==> config.mk <==
export PLATFORM = sky130hd
export DESIGN_NAME = nce_core
export DESIGN_NICKNAME = d
export VERILOG_FILES = /design/src/logic/nce_pkg.sv /design/src/logic/nce_core.sv /design/src/logic/nce_nib_step.sv
export SDC_FILE = /design/constraint.sdc
export NUM_CORES = 1
export LEC_CHECK = 0
export BUFFER_PORTS_ARGS = -buffer_cell sky130_fd_sc_hd__buf_2
export CORE_AREA = 8 8 109 111
export CTS_CLUSTER_DIAMETER = 120
export DETAILED_ROUTE_END_ITERATION = 8
export DIE_AREA = 0 0 117 119
export HOLD_SLACK_MARGIN = 0.05
export PLACE_DENSITY = 0.61
export RECOVER_POWER = 100
export SYNTH_ARGS = -nofsm -noshare
export SYNTH_HDL_FRONTEND = slang
export SYNTH_SLANG_ARGS = --single-unit
==> constraint.sdc <==
create_clock -name ref_clk -period 2.4 [get_ports ref_clk]
set_input_delay 0.36 -clock ref_clk [delete_from_list [all_inputs] [get_ports ref_clk]]
set_output_delay 0.36 -clock ref_clk [all_outputs]
set_load 0.01 [all_outputs]
==> src/logic/nce_pkg.sv <==
// Purpose: shared constants for the nibble core execute subset
// Assumes: 8-bit opcodes, 4-bit data path, 12-bit program counter
// Notes:   named opcode values and reset values live here only
package nce_pkg;

	// ************************************************************
	// widths
	// ************************************************************
	localparam int PC_W   = 12;
	localparam int NIB_W  = 4;
	localparam int OP_W   = 8;
	localparam int RAM_AW = 8;
	localparam int NREG   = 5;

	// ************************************************************
	// opcodes
	// ************************************************************
	localparam logic [OP_W-1:0]  OP_CARRY_CLEAR = 8'h2A;
	localparam logic [OP_W-1:0]  OP_BCD_ADJUST  = 8'h36;
	localparam logic [OP_W-1:0]  OP_ACC_DEC     = 8'h3F;
	localparam logic [OP_W-1:0]  OP_ACC_INC     = 8'h31;
	localparam logic [OP_W-1:0]  OP_IRQ_MASK    = 8'h2D;
	localparam logic [OP_W-1:0]  OP_IRQ_UNMASK  = 8'h2C;
	localparam logic [OP_W-1:0]  OP_IN_S        = 8'h33;
	localparam logic [OP_W-1:0]  OP_IN_P        = 8'h34;
	localparam logic [OP_W-1:0]  OP_HALT_1      = 8'h37;
	localparam logic [OP_W-1:0]  OP_HALT_2      = 8'h3E;
	localparam logic [OP_W-1:0]  OP_MEM_INC_LO  = 8'h0C;
	localparam logic [OP_W-1:0]  OP_MEM_DEC_LO  = 8'h0D;
	localparam logic [OP_W-1:0]  OP_MEM_INC_HI  = 8'h0E;
	localparam logic [OP_W-1:0]  OP_MEM_DEC_HI  = 8'h0F;
	localparam logic [3:0]       OP_CALL_HI     = 4'hF;
	localparam logic [3:0]       OP_REG_STEP_HI = 4'h1;
	localparam logic [3:0]       OP_IMM_HI      = 4'h4;

	// ************************************************************
	// arithmetic constants and reset values
	// ************************************************************
	localparam logic [NIB_W-1:0] BCD_MAX        = 4'h9;
	localparam logic [NIB_W-1:0] BCD_FIX        = 4'h6;
	localparam logic [NIB_W-1:0] RST_NIB        = 4'h0;
	localparam logic [PC_W-1:0]  RST_PC         = 12'h000;
	localparam logic [PC_W-1:0]  PC_ONE         = 12'h001;

	// ************************************************************
	// sequencer states
	// ************************************************************
	typedef enum logic [1:0] {
		NCE_FETCH,
		NCE_OPND,
		NCE_MEM,
		NCE_HALTED
	} nce_state_e;

endpackage

==> src/logic/nce_core.sv <==
// Purpose: fetch, decode and execute for a subset of a 4-bit core
// Assumes: program ROM and data RAM answer combinationally in the same cycle
// Notes:   opcodes outside the subset are skipped as no-ops, two-byte forms whole
`timescale 1ns/1ps
// How it works
// - call pushes the address after its two bytes, then jumps to the 12-bit target.
// - carry clear zeroes the carry flag and touches nothing else.
// - bcd adjust adds six and sets carry when acc above nine or carry set.
// - accumulator decrement subtracts one, carry untouched.
// - register decrement subtracts one from working register 0 to 4, carry untouched.
// - memory decrement via pair 1:0 or 3:2 subtracts one and writes back.
// - interrupt mask disables timer and external interrupts.
// - interrupt unmask enables timer and external interrupts.
// - two-byte halt stops the clock into power down, program counter advanced.
// - port read copies input port s or input port p into accumulator.
// - accumulator increment adds one, carry untouched.
// - register increment adds one to working register 0 to 4, carry untouched.
// - memory increment via pair 1:0 or 3:2 adds one and writes back.
module nce_core (
	input  wire logic                       ref_clk,
	input  wire logic                       rstn,
	output logic      [nce_pkg::PC_W-1:0]   rom_addr,
	input  wire logic [nce_pkg::OP_W-1:0]   rom_data,
	output logic      [nce_pkg::RAM_AW-1:0] ram_addr,
	input  wire logic [nce_pkg::NIB_W-1:0]  ram_rdata,
	output logic      [nce_pkg::NIB_W-1:0]  ram_wdata,
	output logic                            ram_we,
	input  wire logic [nce_pkg::NIB_W-1:0]  input_port_s,
	input  wire logic [nce_pkg::NIB_W-1:0]  input_port_p,
	output logic      [nce_pkg::NIB_W-1:0]  acc,
	output logic                            carry,
	output logic                            irq_enable,
	output logic      [nce_pkg::PC_W-1:0]   stack_top,
	output logic                            power_down
);
	import nce_pkg::*;

	// ************************************************************
	// state
	// ************************************************************
	nce_state_e           state;
	logic [PC_W-1:0]      pc;
	logic [OP_W-1:0]      first_op;
	logic                 mem_down;
	logic [NIB_W-1:0]     work_reg [NREG];
	logic [NIB_W-1:0]     port_s_meta;
	logic [NIB_W-1:0]     port_s_sync;
	logic [NIB_W-1:0]     port_p_meta;
	logic [NIB_W-1:0]     port_p_sync;
	logic [NIB_W-1:0]     mem_next;
	logic [2:0]           work_reg_sel;
	logic                 in_fetch;
	logic                 reg_op;

	// nibble step shared by accumulator and registers; wraps in 4 bits
	function automatic logic [NIB_W-1:0] nib_step(input logic [NIB_W-1:0] v, input logic dn);
		nib_step = dn ? v - 4'h1 : v + 4'h1;
	endfunction

	// an opcode that carries a second byte, so skipping stays aligned
	function automatic logic two_byte(input logic [OP_W-1:0] op);
		two_byte = op[7] || (op[7:4] == OP_IMM_HI) || (op == OP_HALT_1);
	endfunction

	assign rom_addr     = pc;
	assign in_fetch     = (state == NCE_FETCH);
	assign work_reg_sel = rom_data[3:1];
	assign reg_op       = in_fetch && (rom_data[7:4] == OP_REG_STEP_HI) && (work_reg_sel < 3'(NREG));
	assign power_down   = (state == NCE_HALTED);

	// ************************************************************
	// input port synchronisers
	// ************************************************************
	// ports come from pins; two flops each before the accumulator sees them
	always_ff @(posedge ref_clk or negedge rstn) begin
		if (!rstn) begin
			port_s_meta <= RST_NIB;
			port_s_sync <= RST_NIB;
			port_p_meta <= RST_NIB;
			port_p_sync <= RST_NIB;
		end else begin
			port_s_meta <= input_port_s;
			port_s_sync <= port_s_meta;
			port_p_meta <= input_port_p;
			port_p_sync <= port_p_meta;
		end
	end

	// ************************************************************
	// sequencer and program counter
	// ************************************************************
	// halt has no exit here: only reset leaves power down
	always_ff @(posedge ref_clk or negedge rstn) begin
		if (!rstn) begin
			state    <= NCE_FETCH;
			pc       <= RST_PC;
			first_op <= 8'h00;
		end else begin
			case (state)
				NCE_FETCH: begin
					first_op <= rom_data;
					pc       <= pc + PC_ONE;
					if (two_byte(rom_data)) begin
						state <= NCE_OPND;
					end else if (rom_data[7:2] == OP_MEM_INC_LO[7:2]) begin
						state <= NCE_MEM;
					end
				end
				NCE_OPND: begin
					state <= NCE_FETCH;
					if (first_op[7:4] == OP_CALL_HI) begin
						pc <= {first_op[3:0], rom_data};
					end else begin
						pc <= pc + PC_ONE;
						if (first_op == OP_HALT_1 && rom_data == OP_HALT_2) begin
							state <= NCE_HALTED;
						end
					end
				end
				NCE_MEM: begin
					state <= NCE_FETCH;
				end
				NCE_HALTED: begin
					state <= NCE_HALTED;
				end
				default: begin
					state <= NCE_FETCH;
				end
			endcase
		end
	end

	// ************************************************************
	// return stack, one level
	// ************************************************************
	// pc already points past the first byte, so one more gives pc+2
	always_ff @(posedge ref_clk or negedge rstn) begin
		if (!rstn) begin
			stack_top <= RST_PC;
		end else if (state == NCE_OPND && first_op[7:4] == OP_CALL_HI) begin
			stack_top <= pc + PC_ONE;
		end
	end

	// ************************************************************
	// accumulator and carry
	// ************************************************************
	always_ff @(posedge ref_clk or negedge rstn) begin
		if (!rstn) begin
			acc   <= RST_NIB;
			carry <= 1'b0;
		end else if (in_fetch) begin
			case (rom_data)
				OP_CARRY_CLEAR: carry <= 1'b0;
				OP_BCD_ADJUST: begin
					if (acc > BCD_MAX || carry) begin
						acc   <= acc + BCD_FIX;
						carry <= 1'b1;
					end
				end
				OP_ACC_DEC: acc <= nib_step(acc, 1'b1);
				OP_ACC_INC: acc <= nib_step(acc, 1'b0);
				OP_IN_S:    acc <= port_s_sync;
				OP_IN_P:    acc <= port_p_sync;
				default: begin
					acc <= acc;
				end
			endcase
		end
	end

	// ************************************************************
	// working registers
	// ************************************************************
	// selector codes 5 to 7 name no register and are ignored
	always_ff @(posedge ref_clk or negedge rstn) begin
		if (!rstn) begin
			for (int i = 0; i < NREG; i++) begin
				work_reg[i] <= RST_NIB;
			end
		end else if (reg_op) begin
			work_reg[work_reg_sel] <= nib_step(work_reg[work_reg_sel], rom_data[0]);
		end
	end

	// ************************************************************
	// interrupt enable
	// ************************************************************
	// one bit gates both the timer and external sources
	always_ff @(posedge ref_clk or negedge rstn) begin
		if (!rstn) begin
			irq_enable <= 1'b0;
		end else if (in_fetch && rom_data == OP_IRQ_MASK) begin
			irq_enable <= 1'b0;
		end else if (in_fetch && rom_data == OP_IRQ_UNMASK) begin
			irq_enable <= 1'b1;
		end
	end

	// ************************************************************
	// data memory read-modify-write
	// ************************************************************
	nce_nib_step u_mem_step (
		.value_in  (ram_rdata),
		.down      (mem_down),
		.value_out (mem_next)
	);

	// address is latched at fetch, data read the next cycle and written back the cycle after
	always_ff @(posedge ref_clk or negedge rstn) begin
		if (!rstn) begin
			ram_addr  <= 8'h00;
			mem_down  <= 1'b0;
			ram_wdata <= RST_NIB;
			ram_we    <= 1'b0;
		end else begin
			ram_we <= 1'b0;
			if (in_fetch && rom_data[7:2] == OP_MEM_INC_LO[7:2]) begin
				mem_down <= rom_data[0];
				if (rom_data[1]) begin
					ram_addr <= {work_reg[3], work_reg[2]};
				end else begin
					ram_addr <= {work_reg[1], work_reg[0]};
				end
			end
			if (state == NCE_MEM) begin
				ram_wdata <= mem_next;
				ram_we    <= 1'b1;
			end
		end
	end

endmodule // nce_core

==> src/logic/nce_nib_step.sv <==
// Purpose: plus or minus one on a nibble, wrapping modulo sixteen
// Assumes: purely combinational, same clock domain as its user
// Notes:   used for the data memory read-modify-write path
`timescale 1ns/1ps
module nce_nib_step (
	input  wire logic [nce_pkg::NIB_W-1:0] value_in,
	input  wire logic                      down,
	output logic      [nce_pkg::NIB_W-1:0] value_out
);
	import nce_pkg::*;

	// ************************************************************
	// step
	// ************************************************************
	// the 4-bit result drops the carry out, which gives the wrap
	always_comb begin
		if (down) begin
			value_out = value_in - 4'h1;
		end else begin
			value_out = value_in + 4'h1;
		end
	end

endmodule // nce_nib_step

==> results.yml <==
run_status:
  status: "completed"
sta:
  fmax_ghz: 0.4707
  setup_tns_ns: 0
  hold_violations: 0
  period_needed_ns: 2.124
  tightest_slew_ns: 1.214
  slew_viol_final: 0
  finalSetupViolCount: 0
  skew_ns: 0.01166
  rsz0062_at_grt: "no"
  worst_hold_slack_ns: 0.1086
  period_share_pct: 88.52
  slew_headroom_pct: 19.07
  fin_ws_ns: 0.2756
finish:
  multi_input_comb_area_mm2: 0.002024
  diodes: 0
  seqCellArea_mm2: 0.002252
  largest_reg_flops: 20
  fin_nets: 550
  finish.instance_area_mm2: 0.005137
  fillCellCount: 1019
  drive_gt1_share_pct: 14.94
  synthToLayoutAreaGrowth_pct: 15.34
cts:
  post_cts_resized: 0
  post-cts-setup-buffers: 0
  cts_tree: "done"
  worstSkewPairLatency_ns: 0.35
  cts_root_buf: "clkbuf_8"
  cts.sinks: 90
  cts_buffer_depth: 2
  clk_pin_slew_worst_paths_ns: 0.09
  htreeDepth: 3
  cts-hold-fix-buffers: 1
  cts_made_buffers: 9
routing:
  wire_per_inst_um: 15.72
  drc: 0
  drt-initial-drc-count: 259
  routed_via_density: 5.277
  drtPass1Iterations: 4
  wirelength_um: 10340
  ant_nets: 0
  via_count: 3472
worst_setup_path:
  crit_chain: "buf_2 -> clkbuf_1 -> nand2b_1 -> a211o_1 -> a21oi_1 -> mux2_2"
  worstPathMaxFanout: 13
  path_class: "in2reg"
  cp-end-kind: "flip-flop"
  slowest_stage: "clkbuf_1"
  cp.required_ns: 2.64
  slowest_delay_ns: 0.46
  cp-start-kind: "input pin"
  cp.arrival_ns: 2.37
synthesis:
  synth-main-ff-cell: "dfrtp_1"
  synth_top_area_cell: "dfrtp_1"
  ys_top_cells_by_area: "dfrtp_1, mux2_2, nand2_1"
  seq_area_frac_synth_pct: 50.56
  synthesis.area_mm2: 0.004454
  synth_edf_count: 0
  ys_ff_latch: 90
  async_reset_ff_share_pct: 100.0
  yosysWarningCount: 0
  synth_top_area_share_pct: 50.56
  postSynthAreaPerCell_um2: 10.12
  postSynthCellCount: 440
  synthDistinctLibCells: 55
  synth_fp_nets: 473
placement:
  place_area_mm2: 0.005036
  dp_hpwl_um: 7644
  portBuffers: 65
  pre_cts_ws_ns: 0.1026
  place.gp.congestion: 0.8700
floorplan:
  ios: 66
  die_x_um: 117
  core-area_mm2: 0.01009
  initial_utilization_pct: 44.14
  rows: 37
  dieArea_mm2: 0.01392
  dieHeight_um: 119
pwr:
  power_density_mw_per_mm2: 850.7
  finalPower_mw: 4.370
  p_leak_nw: 2.277
  irDropWorstVdd_mv: 0.6030
grt:
  grt_pass1_vias: 3414
  grt_overflow: 0
  track_usage_pct: 15.20
  grt_pass1_wl_um: 17080
  grt_max_degree: 49
  antenna_found_initial: 0
worst_hold_path:
  hold_class: "in2reg"
run:
  drv_cap: 0
[final cells by class]
| cell class | count | area share, % |
|---|---|---|
| clock inverters | 6 | 0.7793 |
| clock buffers | 10 | 2.679 |
| flip-flops and latches | 90 | 43.84 |
| multi-input cells | 311 | 39.41 |
| well taps | 136 | 3.312 |
| inverters | 15 | 1.096 |
| repair buffers | 90 | 8.889 |
[routing by layer]
layer / wire length [µm] / global-route usage, % / part of all wire, % / vias to the layer above
met1: 4716 / 19.82 / 46 / 1662
met5: 0 / 0 / 0 / -
met4: 140 / 3.843 / 1.4 / 0
li1: - / - / - / 1710
met2: 4791 / 24.33 / 46 / 89
met3: 693 / 4.144 / 6.7 / 11
[cells in the mapped netlist (all sizes together) (5+ instances only)]
cell type   n
o21ai      41
nand3      18
and3       10
clkbuf     14
mux2i      16
xor2        5
inv        15
nor2       35
buf        10
a21oi      32
a31oi       9
dfrtp      90
mux2       19
nand2      45
o22a       11
xnor2      13
ha          8
nor3        5
[final timing paths]
path	startpoint	to	slack [ns]	depth (start not counted)
max in group asynchronous	rstn	port_s_sync[1]	0.79	3
setup reg to reg	work_reg[1]	work_reg[3]	0.35	11
hold reg to reg	port_s_meta[0]	port_s_sync[0]	0.35	0
hold / removal	input_port_s[3]	port_s_meta[3]	0.11	1
min in group asynchronous	rstn	ram_wdata[1]	0.78	2
setup / recovery	rom_data[2]	acc[2]	0.28	6
[kinds of logic (layout without fill, tap and decap cells)]
kind of cell | Yosys count | count (layout) | share of synthesized area (%)
buf+inv | 39 | 121 | 3.708
simple gates | 132 | 132 | 14.21
compound gates | 115 | 115 | 15.73
fa+ha+maj | 11 | 11 | 3.596
mux | 35 | 35 | 8.483
xor+xnor | 18 | 18 | 3.708
flops | 90 | 90 | 50.56
[power by group]
| part | switching, mW | leakage (nW) | internal, mW | total, mW |
|---|---|---|---|---|
| Sequential | 0.325 | 1.11 | 1.84 | 2.17 |
| Combinational | 0.687 | 1.08 | 0.579 | 1.27 |
| Clock | 0.533 | 0.0924 | 0.405 | 0.938 |
| Total | 1.54 | 2.28 | 2.83 | 4.37 |
[worst max-delay path, delay by kind of cell]
family | cells | cell delay [ns]
AND/OR/NAND/NOR | 1 | 0.30
AO/OA/AOI/OAI | 2 | 0.64
buffers and inverters | 2 | 0.69
multiplexers | 1 | 0.37
[placed cells by master, fill, tap and decap left out, drive strengths merged, types with 2 or more instances in the layout]
master,instances
nor3,5
o22a,11
and2,2
fa,3
inv,16
o2bb2ai,2
clkbuf,59
a31oi,9
a21oi,32
nand3,18
and3,10
a21o,2
mux2i,16
o31ai,3
nand2b,3
clkinv,4
nand2,45
o21ai,41
ha,8
mux2,19
buf,40
xor2,5
or3,2
nor4,3
nor2,35
nand4,3
dfrtp,90
xnor2,13
o21a,3
[metrics by stage]
stage	instances	utilization [%]
after floorplan	440	-
after global placement	641	49.90
after detailed placement	641	49.90
after CTS	658	51.76
after global routing	658	50.91
final	658	50.91
(Power assumes the default switching activity.)
